===== src/design/fault_pkg.sv =====
package fault_pkg;

	// ==========================================
	// Sizes
	localparam int NMOD  = 4;
	localparam int CFGW  = 8;
	localparam int CODEW = 8;
	localparam int CNTW  = 16;
	localparam int EVW   = 4;
	localparam int IMGW  = 8;

	// ==========================================
	// Register offsets
	localparam logic [7:0] REG_CTRL   = 8'h00;
	localparam logic [7:0] REG_STATUS = 8'h04;
	localparam logic [7:0] REG_LAST   = 8'h08;
	localparam logic [7:0] REG_COUNT  = 8'h0C;
	localparam logic [7:0] REG_DLERR  = 8'h10;
	localparam logic [7:0] REG_IOERR  = 8'h14;
	localparam logic [7:0] REG_EVENT  = 8'h18;
	localparam logic [7:0] REG_MASK   = 8'h1C;

	// ==========================================
	// Field positions
	localparam int CTRL_HOST_RUN = 0;
	localparam int CTRL_RESTART  = 1;
	localparam int CTRL_MEMCLR   = 2;
	localparam int EV_FATAL      = 0;
	localparam int EV_IO         = 1;
	localparam int EV_RT         = 2;
	localparam int EV_DL         = 3;

	// ==========================================
	// Reset values
	localparam logic [EVW-1:0]   MASK_RST  = 4'h0;
	localparam logic [CODEW-1:0] DLERR_RST = 8'h00;

	// ==========================================
	// Timing
	localparam int CLK_MHZ       = 40;
	localparam int DIAG_TIME_NS  = 10000;
	localparam int DIAG_CYC      = (DIAG_TIME_NS * CLK_MHZ + 999) / 1000;
	localparam int CHECK_TIME_US = 1000;
	localparam int CHECK_CYC_DEF = CHECK_TIME_US * CLK_MHZ;
	localparam int BOOT_CYC      = 6;

	// ==========================================
	// Mode switch positions and controller modes
	localparam logic [1:0] SW_STOP = 2'h0;
	localparam logic [1:0] SW_RUN  = 2'h1;
	localparam logic [1:0] SW_TERM = 2'h2;

	typedef enum logic [1:0] {
		ST_DIAG  = 2'h0,
		ST_STOP  = 2'h1,
		ST_RUN   = 2'h3,
		ST_FATAL = 2'h2
	} mode_t;

	typedef struct packed {
		logic             active;
		logic             violation;
		logic             done;
		logic [CODEW-1:0] code;
	} dl_req_t;

	typedef struct packed {
		logic fault;
		logic stop;
		logic run;
	} ind_t;

endpackage


===== src/design/controller_fault_supervisor.sv =====
// Chosen here: the address map and strobed register access.
`timescale 1ns/10ps
// Behaviour
// - Fatal error enters stop, lights fault and stop, forces outputs off.
// - Fatal stop persists until a restart occurs.
// - Restart clears fatal, reruns diagnostics; fault found again relights fault.
// - Restart on reset, switch run/term to stop, or host restart command.
// - Last fatal code kept while RAM retained; cleared by memory clear.
// - Fatal count kept while RAM retained; cleared by memory clear or RAM loss.
// - Non-fatal error keeps the mode, logs an event, program continues.
// - Compile violation during download aborts it, records code, keeps old program.
// - Module configuration captured at startup, compared periodically, mismatch flagged.
// - Mismatching module is neither read nor written until it matches again.
// - Global I/O error flag stands while any module reports an error.
// - Run-time fault flag set on a run-time fault, held while in run.
module controller_fault_supervisor #(
	parameter int unsigned CHECK_CYC = fault_pkg::CHECK_CYC_DEF
) (
	// Clock and reset
	input  wire logic                                       core_clk_in,
	input  wire logic                                       rst_n_in,
	// Register port
	input  wire logic [7:0]                                 reg_addr_in,
	input  wire logic [31:0]                                reg_wdata_in,
	input  wire logic                                       reg_wr_in,
	input  wire logic                                       reg_rd_in,
	output logic      [31:0]                                reg_rdata_out,
	// Mode switch and RAM retention pins
	input  wire logic [1:0]                                 mode_sw_in,
	input  wire logic                                       ram_retained_in,
	// Fault sources
	input  wire logic                                       fatal_detect_in,
	input  wire logic [fault_pkg::CODEW-1:0]                fatal_code_in,
	input  wire logic                                       rt_fault_in,
	// Download compiler
	input  wire fault_pkg::dl_req_t                         dl_in,
	output logic                                            dl_abort_out,
	output logic                                            dl_commit_out,
	// Expansion modules
	input  wire logic [fault_pkg::NMOD*fault_pkg::CFGW-1:0] mod_cfg_in,
	output logic      [fault_pkg::NMOD-1:0]                 mod_access_out,
	// Output image
	input  wire logic [fault_pkg::IMGW-1:0]                 out_image_in,
	output logic      [fault_pkg::IMGW-1:0]                 outputs_out,
	// Indicators and flags
	output fault_pkg::ind_t                                 ind_out,
	output logic                                            global_io_error_flag_out,
	output logic                                            runtime_fault_flag_out,
	output logic                                            irq_out
);

	// ==========================================
	// Declarations
	fault_pkg::mode_t            state;
	fault_pkg::mode_t            next_state;
	logic [8:0]                  diag_cnt;
	logic [8:0]                  next_diag_cnt;
	logic [15:0]                 tick_cnt;
	logic [15:0]                 next_tick_cnt;
	logic [2:0]                  boot_cnt;
	logic [2:0]                  next_boot_cnt;
	logic [1:0]                  sw;
	logic [1:0]                  sw_prev;
	logic                        ram_ok;
	logic                        capture;
	logic                        next_capture;
	logic                        tick;
	logic                        host_run;
	logic                        next_host_run;
	logic [fault_pkg::EVW-1:0]   mask;
	logic [fault_pkg::EVW-1:0]   next_mask;
	logic [fault_pkg::EVW-1:0]   events;
	logic [fault_pkg::EVW-1:0]   next_events;
	logic [fault_pkg::EVW-1:0]   ev_set;
	logic [fault_pkg::CODEW-1:0] dl_err;
	logic [fault_pkg::CODEW-1:0] next_dl_err;
	logic                        dl_aborted;
	logic                        next_dl_aborted;
	logic                        next_abort;
	logic                        next_commit;
	logic                        next_rt_flag;
	logic                        next_io_flag;
	logic [31:0]                 next_rdata;
	logic [fault_pkg::CODEW-1:0] last_fatal;
	logic [fault_pkg::CODEW-1:0] next_last_fatal;
	logic [fault_pkg::CNTW-1:0]  fatal_count;
	logic [fault_pkg::CNTW-1:0]  next_fatal_count;
	logic [fault_pkg::NMOD-1:0]  cfg_err;
	logic                        wr_ctrl;
	logic                        host_restart;
	logic                        mem_clear;
	logic                        ram_lost;
	logic                        sw_stop_edge;
	logic                        restart_req;
	logic                        run_req;
	logic                        fatal_entry;

	// ==========================================
	// Pin synchronisers and expansion checker
	sync3 #(
		.W (2)
	) u_sw_sync (
		.core_clk_in (core_clk_in),
		.rst_n_in    (rst_n_in),
		.d_in        (mode_sw_in),
		.q_out       (sw)
	);

	sync3 #(
		.W (1)
	) u_ram_sync (
		.core_clk_in (core_clk_in),
		.rst_n_in    (rst_n_in),
		.d_in        (ram_retained_in),
		.q_out       (ram_ok)
	);

	io_config_checker u_checker (
		.core_clk_in (core_clk_in),
		.rst_n_in    (rst_n_in),
		.capture_in  (capture),
		.tick_in     (tick),
		.cfg_in      (mod_cfg_in),
		.cfg_err_out (cfg_err),
		.access_out  (mod_access_out)
	);

	// ==========================================
	// Restart sources
	always_comb begin
		wr_ctrl      = reg_wr_in && (reg_addr_in == fault_pkg::REG_CTRL);
		host_restart = wr_ctrl && reg_wdata_in[fault_pkg::CTRL_RESTART];
		mem_clear    = wr_ctrl && reg_wdata_in[fault_pkg::CTRL_MEMCLR];
		sw_stop_edge = (sw_prev != fault_pkg::SW_STOP) && (sw == fault_pkg::SW_STOP);
		restart_req  = host_restart || sw_stop_edge;
		run_req      = (sw == fault_pkg::SW_RUN) || ((sw == fault_pkg::SW_TERM) && host_run);
		fatal_entry  = fatal_detect_in && (state != fault_pkg::ST_FATAL);
		ram_lost     = (boot_cnt == 3'(fault_pkg::BOOT_CYC - 1)) && !ram_ok;
		tick         = (tick_cnt == 16'(CHECK_CYC - 1));
	end

	// ==========================================
	// Mode machine
	always_comb begin
		next_state = state;
		case (state)
			fault_pkg::ST_DIAG: begin
				if (diag_cnt == 9'(fault_pkg::DIAG_CYC - 1)) begin
					next_state = run_req ? fault_pkg::ST_RUN : fault_pkg::ST_STOP;
				end
			end
			fault_pkg::ST_STOP: begin
				if (run_req) begin
					next_state = fault_pkg::ST_RUN;
				end
			end
			fault_pkg::ST_RUN: begin
				if (!run_req) begin
					next_state = fault_pkg::ST_STOP;
				end
			end
			fault_pkg::ST_FATAL: begin
				next_state = fault_pkg::ST_FATAL;
			end
			default: begin
				next_state = fault_pkg::ST_DIAG;
			end
		endcase
		if (restart_req) begin
			next_state = fault_pkg::ST_DIAG;
		end
		if (fatal_detect_in) begin
			next_state = fault_pkg::ST_FATAL;
		end
		next_diag_cnt = (state == fault_pkg::ST_DIAG && next_state == fault_pkg::ST_DIAG && !restart_req)
			? diag_cnt + 9'h001 : 9'h000;
		next_capture  = (state == fault_pkg::ST_DIAG) && (next_state != fault_pkg::ST_DIAG)
			&& (next_state != fault_pkg::ST_FATAL);
		next_tick_cnt = tick ? 16'h0000 : tick_cnt + 16'h0001;
		next_boot_cnt = (boot_cnt == 3'(fault_pkg::BOOT_CYC)) ? boot_cnt : boot_cnt + 3'h1;
	end

	always_ff @(posedge core_clk_in or negedge rst_n_in) begin
		if (!rst_n_in) begin
			state    <= fault_pkg::ST_DIAG;
			diag_cnt <= 9'h000;
			capture  <= 1'b0;
			tick_cnt <= 16'h0000;
			boot_cnt <= 3'h0;
			sw_prev  <= fault_pkg::SW_STOP;
		end else begin
			state    <= next_state;
			diag_cnt <= next_diag_cnt;
			capture  <= next_capture;
			tick_cnt <= next_tick_cnt;
			boot_cnt <= next_boot_cnt;
			sw_prev  <= sw;
		end
	end

	// ==========================================
	// Retained fatal record, kept through resets while RAM is retained
	always_comb begin
		next_last_fatal  = last_fatal;
		next_fatal_count = fatal_count;
		if (mem_clear || ram_lost) begin
			next_last_fatal  = '0;
			next_fatal_count = '0;
		end else if (fatal_entry) begin
			next_last_fatal = fatal_code_in;
			if (fatal_count != '1) begin
				next_fatal_count = fatal_count + 16'h0001;
			end
		end
	end

	always_ff @(posedge core_clk_in) begin
		last_fatal  <= next_last_fatal;
		fatal_count <= next_fatal_count;
	end

	// ==========================================
	// Non-fatal flags, download checks, outputs
	always_comb begin
		next_rt_flag = (next_state == fault_pkg::ST_RUN)
			&& (runtime_fault_flag_out || rt_fault_in);
		next_io_flag = |cfg_err;
		next_abort   = dl_in.active && dl_in.violation && !dl_aborted;
		next_commit  = dl_in.done && !dl_aborted && !next_abort;
		next_dl_err  = next_abort ? dl_in.code : dl_err;
		next_dl_aborted = dl_in.done ? 1'b0 : (dl_aborted || next_abort);
	end

	always_ff @(posedge core_clk_in or negedge rst_n_in) begin
		if (!rst_n_in) begin
			runtime_fault_flag_out   <= 1'b0;
			global_io_error_flag_out <= 1'b0;
			dl_abort_out             <= 1'b0;
			dl_commit_out            <= 1'b0;
			dl_err                   <= fault_pkg::DLERR_RST;
			dl_aborted               <= 1'b0;
			ind_out                  <= '{fault: 1'b0, stop: 1'b1, run: 1'b0};
			outputs_out              <= '0;
		end else begin
			runtime_fault_flag_out   <= next_rt_flag;
			global_io_error_flag_out <= next_io_flag;
			dl_abort_out             <= next_abort;
			dl_commit_out            <= next_commit;
			dl_err                   <= next_dl_err;
			dl_aborted               <= next_dl_aborted;
			ind_out.fault            <= (next_state == fault_pkg::ST_FATAL);
			ind_out.stop             <= (next_state != fault_pkg::ST_RUN);
			ind_out.run              <= (next_state == fault_pkg::ST_RUN);
			outputs_out              <= (next_state == fault_pkg::ST_RUN) ? out_image_in : '0;
		end
	end

	// ==========================================
	// Register port, events and interrupt
	always_comb begin
		ev_set = '0;
		ev_set[fault_pkg::EV_FATAL] = fatal_entry;
		ev_set[fault_pkg::EV_IO]    = next_io_flag && !global_io_error_flag_out;
		ev_set[fault_pkg::EV_RT]    = rt_fault_in && (state == fault_pkg::ST_RUN);
		ev_set[fault_pkg::EV_DL]    = next_abort;
		next_events = events | ev_set;
		if (reg_rd_in && reg_addr_in == fault_pkg::REG_EVENT) begin
			next_events = ev_set;
		end
		next_host_run = host_run;
		next_mask     = mask;
		if (wr_ctrl) begin
			next_host_run = reg_wdata_in[fault_pkg::CTRL_HOST_RUN];
		end
		if (reg_wr_in && reg_addr_in == fault_pkg::REG_MASK) begin
			next_mask = reg_wdata_in[fault_pkg::EVW-1:0];
		end
		next_rdata = 32'h0000_0000;
		if (reg_rd_in) begin
			case (reg_addr_in)
				fault_pkg::REG_CTRL:   next_rdata = {31'h0, host_run};
				fault_pkg::REG_STATUS: next_rdata = {28'h0, runtime_fault_flag_out,
					global_io_error_flag_out, state};
				fault_pkg::REG_LAST:   next_rdata = {24'h0, last_fatal};
				fault_pkg::REG_COUNT:  next_rdata = {16'h0, fatal_count};
				fault_pkg::REG_DLERR:  next_rdata = {24'h0, dl_err};
				fault_pkg::REG_IOERR:  next_rdata = {28'h0, cfg_err};
				fault_pkg::REG_EVENT:  next_rdata = {28'h0, events};
				fault_pkg::REG_MASK:   next_rdata = {28'h0, mask};
				default:               next_rdata = 32'h0000_0000;
			endcase
		end
	end

	always_ff @(posedge core_clk_in or negedge rst_n_in) begin
		if (!rst_n_in) begin
			host_run      <= 1'b0;
			mask          <= fault_pkg::MASK_RST;
			events        <= '0;
			reg_rdata_out <= 32'h0000_0000;
			irq_out       <= 1'b0;
		end else begin
			host_run      <= next_host_run;
			mask          <= next_mask;
			events        <= next_events;
			reg_rdata_out <= next_rdata;
			irq_out       <= |(next_events & next_mask);
		end
	end
endmodule


===== src/design/io_config_checker.sv =====
`timescale 1ns/10ps
module io_config_checker (
	// Clock and reset
	input  wire logic                                        core_clk_in,
	input  wire logic                                        rst_n_in,
	// Control
	input  wire logic                                        capture_in,
	input  wire logic                                        tick_in,
	input  wire logic [fault_pkg::NMOD*fault_pkg::CFGW-1:0]  cfg_in,
	// Results
	output logic      [fault_pkg::NMOD-1:0]                  cfg_err_out,
	output logic      [fault_pkg::NMOD-1:0]                  access_out
);

	logic [fault_pkg::CFGW-1:0] snap      [fault_pkg::NMOD];
	logic [fault_pkg::CFGW-1:0] next_snap [fault_pkg::NMOD];
	logic [fault_pkg::NMOD-1:0] next_err;
	logic [fault_pkg::NMOD-1:0] next_access;
	logic                       armed;
	logic                       next_armed;

	function automatic logic [fault_pkg::CFGW-1:0] slice(
		input logic [fault_pkg::NMOD*fault_pkg::CFGW-1:0] v,
		input int i
	);
		slice = v[i*fault_pkg::CFGW +: fault_pkg::CFGW];
	endfunction

	// ==========================================
	// Capture at startup, compare on each tick
	// Nothing is compared before the first capture: an empty snapshot would flag every module
	always_comb begin
		next_err   = cfg_err_out;
		next_armed = armed || capture_in;
		for (int i = 0; i < fault_pkg::NMOD; i++) begin
			next_snap[i] = capture_in ? slice(cfg_in, i) : snap[i];
			if (capture_in) begin
				next_err[i] = 1'b0;
			end else if (tick_in && armed) begin
				next_err[i] = (slice(cfg_in, i) != snap[i]);
			end
		end
		next_access = next_armed ? ~next_err : '0;
	end

	always_ff @(posedge core_clk_in or negedge rst_n_in) begin
		if (!rst_n_in) begin
			for (int i = 0; i < fault_pkg::NMOD; i++) begin
				snap[i] <= '0;
			end
			cfg_err_out <= '0;
			access_out  <= '0;
			armed       <= 1'b0;
		end else begin
			snap        <= next_snap;
			cfg_err_out <= next_err;
			access_out  <= next_access;
			armed       <= next_armed;
		end
	end

endmodule


===== src/design/sync3.sv =====
`timescale 1ns/10ps
module sync3 #(
	parameter int W = 1
) (
	// Clock and reset
	input  wire logic         core_clk_in,
	input  wire logic         rst_n_in,
	// Data
	input  wire logic [W-1:0] d_in,
	output logic      [W-1:0] q_out
);

	logic [W-1:0] s1;
	logic [W-1:0] s2;
	logic [W-1:0] s3;
	logic [W-1:0] next_q;

	// New value taken only once the second and third stages agree
	always_comb begin
		next_q = (s2 == s3) ? s3 : q_out;
	end

	always_ff @(posedge core_clk_in or negedge rst_n_in) begin
		if (!rst_n_in) begin
			s1    <= '0;
			s2    <= '0;
			s3    <= '0;
			q_out <= '0;
		end else begin
			s1    <= d_in;
			s2    <= s1;
			s3    <= s2;
			q_out <= next_q;
		end
	end

endmodule


===== config.mk =====
export PLATFORM = sky130hd
export DESIGN_NAME = controller_fault_supervisor
export DESIGN_NICKNAME = d
export VERILOG_FILES = /design/src/design/fault_pkg.sv /design/src/design/controller_fault_supervisor.sv /design/src/design/io_config_checker.sv /design/src/design/sync3.sv
export SDC_FILE = /design/constraint.sdc
export NUM_CORES = 1
export LEC_CHECK = 0
export BUFFER_PORTS_ARGS = -buffer_cell sky130_fd_sc_hd__buf_2
export CORE_MARGIN = 2
export CORE_UTILIZATION = 45
export CTS_CLUSTER_DIAMETER = 30
export CTS_CLUSTER_SIZE = 16
export DETAILED_ROUTE_END_ITERATION = 10
export GPL_TIMING_DRIVEN = 0
export PLACE_DENSITY = 0.71
export REMOVE_ABC_BUFFERS = 1
export SLEW_MARGIN = 20
export SYNTH_ARGS = -nofsm -noshare
export SYNTH_HDL_FRONTEND = slang
export SYNTH_SLANG_ARGS = --single-unit

===== constraint.sdc =====
create_clock -name core_clk_in -period 1.9 [get_ports core_clk_in]
set_input_delay 0.095 -clock core_clk_in [delete_from_list [all_inputs] [get_ports core_clk_in]]
set_output_delay 0.095 -clock core_clk_in [all_outputs]
set_load 0.1 [all_outputs]

After elaboration in Yosys (flattened, before gate mapping)
Index checks and enable logic that the tools add are counted.
{"block": "totals", "memories": 0, "input_bits": 108, "regBits": 176, "elab_cells": 138, "mem_bits_ro": 0, "output_inout_bits": 52, "ram_bits": 0, "latch_bits": 0}
{"block": "classes", "n_bitwise": 3, "muxes": 24, "n_shift": 0, "div_mod_pow": 0, "magnitude_cmp": 0, "n_addsub": 4, "multipliers": 0, "eq_ne": 28, "reduce_logical": 41}
{"op": "one-hot mux 16 bit (8 select lines)", "n": 1}
{"op": "adder 16 x 1 -> 16 bit (second input constant)", "n": 2}
{"op": "equality test 8 x 5 -> 1 bit (second input constant)", "n": 4}
{"op": "2-to-1 mux 16 bit", "n": 2}
{"op": "!= test 8 bit", "n": 4}
{"op": "logical AND 1 bit", "n": 21}
{"op": "equality test 16 bit (second input constant)", "n": 1}
{"op": "equality test 8 x 4 -> 1 bit (second input constant)", "n": 2}
{"op": "!= test 16 bit (second input constant)", "n": 1}
{"op": "2-to-1 mux 2 bit", "n": 6}
{"op": "2-to-1 mux 4 bit", "n": 3}
{"op": "equality test 2 bit (second input constant)", "n": 5}
{"op": "adder 9 x 1 -> 9 bit (second input constant)", "n": 1}
{"op": "equality test 9 bit (second input constant)", "n": 1}
{"op": "2-to-1 mux 1 bit", "n": 9}
{"op": "2-to-1 mux 9 bit", "n": 1}
{"op": "equality test 8 x 3 -> 1 bit (second input constant)", "n": 1}
{"op": "zero test 8 bit", "n": 1}
{"op": "2-to-1 mux 8 bit", "n": 1}
{"op": "one-hot mux 2 bit (4 select lines)", "n": 1}
{"op": "OR reduction 4 bit", "n": 2}
{"op": "equality test 3 bit (second input constant)", "n": 2}
{"op": "zero test 2 bit", "n": 3}
{"op": "logical OR 1 bit", "n": 6}
{"op": "11 further kinds", "n": 19}

Longest topological paths before layout
{"block": "depth", "depth_word": 12, "mapped_depth": 8, "depth_no_buf": 6}

Cells and area by module
From an unflattened synthesis, not the netlist that was laid out.
{"block": "unflattened", "cells_unflattened": 631, "area_unflattened_um2": 6969.2}
{"module": "controller_fault_supervisor", "area_each_um2": 4728.3, "instances": 1, "seq_area_each_um2": 2558.7, "cells_each": 468}
{"module": "io_config_checker", "area_each_um2": 1879.3, "instances": 1, "seq_area_each_um2": 1026.0, "cells_each": 142}
{"module": "sync3 (u_sw_sync)", "area_each_um2": 250.2, "instances": 1, "seq_area_each_um2": 200.2, "cells_each": 16}
{"module": "sync3 (u_ram_sync)", "area_each_um2": 111.4, "instances": 1, "seq_area_each_um2": 100.1, "cells_each": 5}

Worst setup path after synthesis
OpenSTA, ideal clock, no wires.
{"block": "synth_timing", "kind": "flip-flop to flip-flop", "from": "register tick_cnt[7]", "to": "register tick_cnt[11]", "stages_incl_launch_ff": 8, "setup_ps": 118, "period_less_slack_ps": 1878, "slack_ps": 22, "arrival_ps": 1760, "n_path_buf": 2, "required_ps": 1782, "cell_sequence": "dfrtp_1 or4b_1 nor4_2 and3_1 buf_6 buf_12 o21ai_0 a21o_1"}
{"block": "synth_via", "elab_chain_cells": 2, "word_cells_on_any_way": 3, "classes_between": "add/sub (1); eq/ne (1); mux (1)"}
{"item": "from (decl)", "line": "controller_fault_supervisor.sv:58", "source": "logic [15:0] tick_cnt;"}
{"item": "from (signal assigned)", "line": "controller_fault_supervisor.sv:195", "source": "tick_cnt <= next_tick_cnt;"}
{"item": "adder 16 x 1 -> 16 bit or equality test 16 bit (tied branches)", "line": "controller_fault_supervisor.sv:179, controller_fault_supervisor.sv:139"}
{"item": "2-to-1 mux 16 bit (*)", "line": "controller_fault_supervisor.sv:179", "source": "next_tick_cnt = tick ? 16'h0000 : tick_cnt + 16'h0001;"}
{"item": "via next_tick_cnt[11]", "line": "controller_fault_supervisor.sv:59", "source": "logic [15:0] next_tick_cnt;"}
Mark *: on every way through the listed nets, which the timed path passes. The rest lies on a longest branch.
A chain may end at the register's enable or synchronous reset.

Final worst setup path
{"block": "layout_timing", "from": "register tick_cnt[6]", "to": "register u_checker.access_out[3] (netlist name)"}
{"block": "layout_via", "elab_chain_cells": 6}
{"item": "equality test 16 bit", "line": "controller_fault_supervisor.sv:139", "source": "tick = (tick_cnt == 16'(CHECK_CYC - 1));"}
{"item": "logical AND 1 bit", "line": "io_config_checker.sv:39", "source": "end else if (tick_in && armed) begin"}
{"item": "2-to-1 mux 1 bit", "line": "io_config_checker.sv:39"}
{"item": "2-to-1 mux 1 bit", "line": "io_config_checker.sv:37", "source": "if (capture_in) begin"}
{"item": "inverter 4 bit", "line": "io_config_checker.sv:43", "source": "next_access = next_armed ? ~next_err : '0;"}
{"item": "2-to-1 mux 4 bit", "line": "io_config_checker.sv:43"}
{"item": "via u_checker.next_access (one bit)", "line": "io_config_checker.sv:18", "source": "logic [fault_pkg::NMOD-1:0] next_access;"}
{"item": "to (signal assigned)", "line": "io_config_checker.sv:57", "source": "access_out <= next_access;"}
{"item": "to (decl)", "line": "io_config_checker.sv:12", "source": "output logic [fault_pkg::NMOD-1:0] access_out"}
The timed path passes the listed nets, and every way through them passes these cells.

==> flow_summary.ini <==
[yosys]
synth_top_area_share_pct = 48.3
synth.top_cells.by_area = dfrtp_1 (48%), dfxtp_1 (6.9%), mux2_2 (6.0%), xor2_1 (5.0%), nand2_1 (4.1%)
synth.distinct_cells = 54
syn_avg_cell_area_sq_um = 10.9
synth_ff_type = dfrtp_1
yosys_warnings = 0
synth_common_cells = dfrtp_1 (135), nand2_1 (77), nor2_1 (60), xor2_1 (40), mux2_2 (37)
async_flop_share_pct = 85.0
synth_edf_count = 0
ys_seq_elements = 160
synthCells = 640
ys_seq_area_share_pct = 55.5
synth_top_cell_by_area = dfrtp_1
yosysMostFrequentCell = dfrtp_1
syn_area_sq_um = 7000

[route]
drt-vias-per-instance = 5.16
drt-wirelength-per-cell_um = 15.4
ant_nets = 0
drc_errors = 0
vias = 5329
wirelength_mm = 15.9
drt_pass1_iterations = 5
initialDrtViolationCount = 333

[setup_path]
crit_path_end_kind = flip-flop
regToRegSetupSlack_ns = 0.007
critPathSlowestCell = or4b_4
worst-path-buf-inv = 0
crit_path_max_incr_delay_ns = 0.53
cp.required_ns = 2.27
worstPathMaxFanout = 5
critical_path_depth = 5
critPathKind = flip-flop to flip-flop
r2r.worst_path.cells = 5
crit_family = simple AND/OR/NAND/NOR gates
crit_path_start_kind = flip-flop
crit_chain = or4b_4, nor4_4, and3_4, mux2i_1, a21o_1
crit_arrival_ns = 2.26

[power_and_ir_drop]
power_mw = 8.50
ir_drop_uv = 637
power.density_nw_per_um2 = 922
p_leak_nw = 4.52

[final_layout]
nFillCells = 1208
areaGrowthSynthToFinish_pct = 31.7
stdcell_area_sq_um = 9210
drive_gt1_share_pct = 26.2
fin_nets = 946
multi_input_area_sq_um = 2960
diodes = 0
ff_latch_area_sq_um = 3890

[grt]
grt_pass1_vias = 5305
grt_overflow = 0
antenna_found_initial = 0
grt_max_degree = 81
grt_pass1_wl_mm = 25.4
gr-usage-all-layers_pct = 19.6

[hold_path]
whs_path_depth = 3
hold_path.class = primary input to flip-flop

[job]
drv_cap = 0

[cts]
clock_path_buffers = 2
path_clk_slew_ns = 0.06
clk_latency_ns = 0.43
tritoncts = yes
cts_num_sinks = 160
cts_root_buf = clkbuf_16
cts_made_buffers = 17
htreeDepth = 4

[floorplan]
die_h_um = 129
io_pins = 160
die_w_um = 129
coreArea_sq_um = 15200
floorplan.die_area_sq_um = 16600
rows = 45
start_util_pct = 46.0

[timing]
slew-limit-headroom_pct = 53.7
setup_viol = 0
rsz0062_at_grt = yes
hold_viol_final = 0
tightestPinTransition_ns = 0.695
fin_crit_ns = 1.89
finalCritPeriodShare_pct = 99.6
fmax_ghz = 0.528
skew_ns = 0.00816
slew_violations = 0

[place]
placed_area_sq_um = 7710
dp_hpwl_mm = 10.2
portBuffers = 115
place.gp.congestion = 0.827

[run_status]
outcome = completed
[per-stage QoR]
step	hold WS, ns	std cells	setup TNS [ns]	setup WS [ns]	utilization (%)
6_report	0.00744	1033	0	0.00666	60.6
5_1_grt	0.0255	1033	-0.312	-0.0694	60.6
4_1_cts	0.00154	1026	0	0.00678	60.0
3_5_place_dp	0.0470	922	-13.10	-0.446	50.7
3_3_place_gp	0.206	919	-157.44	-0.992	50.2
2_1_floorplan	-0.201	616	-0.208	-0.0601	-
[cell usage in the layout, fill, tap and decap left out, types with 7 or more instances in the layout]
cell / instances
dfxtp_1: 23
inv_1: 11
buf_4: 9
a21oi_1: 23
clkbuf_16: 17
mux2i_1: 11
a21o_1: 9
nand2_1: 76
conb_1: 16
nand4_1: 7
xor2_1: 40
nor2_1: 59
dfrtp_1: 133
and3_1: 18
mux2_2: 37
and2_1: 11
nor3_1: 7
dlygate4sd3_1: 69
xnor2_1: 29
nand3_1: 18
buf_2: 114
nor4_1: 11
[logic make-up (layout without fill, tap and decap cells)]
family	count (synthesis)	in the layout	synth area share, %
and+or+nand+nor	247	248	17.5
DFF	160	160	55.5
xor gates and xnor gates	69	69	8.64
AOI/OAI and AO/OA	56	56	5.13
buffers and inverters	51	240	4.02
muxes	49	49	7.85
adders and majority gates	7	7	1.22
other	1	16	0.0536
[final timing paths]
check,from,endpoint
setup / recovery,tick_cnt[6],u_checker.access_out[3]
hold / removal,dl_in[10],dl_commit_out
setup reg to reg,tick_cnt[6],u_checker.access_out[3]
hold reg to reg,u_ram_sync.s1,u_ram_sync.s2
max in group asynchronous,rst_n_in,capture
min in group asynchronous,rst_n_in,u_checker.snap[3]
[per-layer routing]
| metal | up-vias | track usage, % | share of wire [%] |
|---|---|---|---|
| li1 | 2544 | - | - |
| met1 | 2614 | 24.0 | 42 |
| met2 | 142 | 34.4 | 52 |
| met3 | 29 | 4.16 | 3.8 |
| met4 | 0 | 6.65 | 1.9 |
| met5 | - | 0 | 0 |
[worst min-delay path, cell delays in order]
cell	delay (ns)
buf_2	0.09
a21oi_1	0.07
and2_1	0.15
[cell type report]
cell class | instances | area share, %
Multi-Input combinational cell | 445 | 32.1
Timing Repair Buffer | 196 | 15.3
Clock inverter | 12 | 2.23
Sequential cell | 160 | 42.2
Clock buffer | 20 | 5.07
Inverter | 12 | 0.489
Tap cell | 188 | 2.55
[where the power goes]
| group | total, mW | internal, mW | switching [mW] |
|---|---|---|---|
| clock | 3.83 | 2.45 | 1.39 |
| combinational | 0.883 | 0.346 | 0.537 |
| sequential | 3.78 | 3.61 | 0.176 |
[state kept, by name, indices dropped and copies added (netlist names), 4 cells and up]
signal and flops:
events 4, outputs_out 8, u_checker.cfg_err_out 4, fatal_count 16, diag_cnt 9, mask 4, dl_err 8, u_checker.access_out 4
last_fatal 8, u_checker.snap 32, reg_rdata_out 16, tick_cnt 16
[timing repair]
action                                 CTS  global route
cloned                                   1             0
endpoints found under the hold margin  125             0
pin swaps                                2             2
setup endpoints to repair               20            23
gates resized for setup                 12             8
buffers inserted                         2             7
hold buffers                            69             0
No activity file was read; power rests on OpenSTA's default activity.
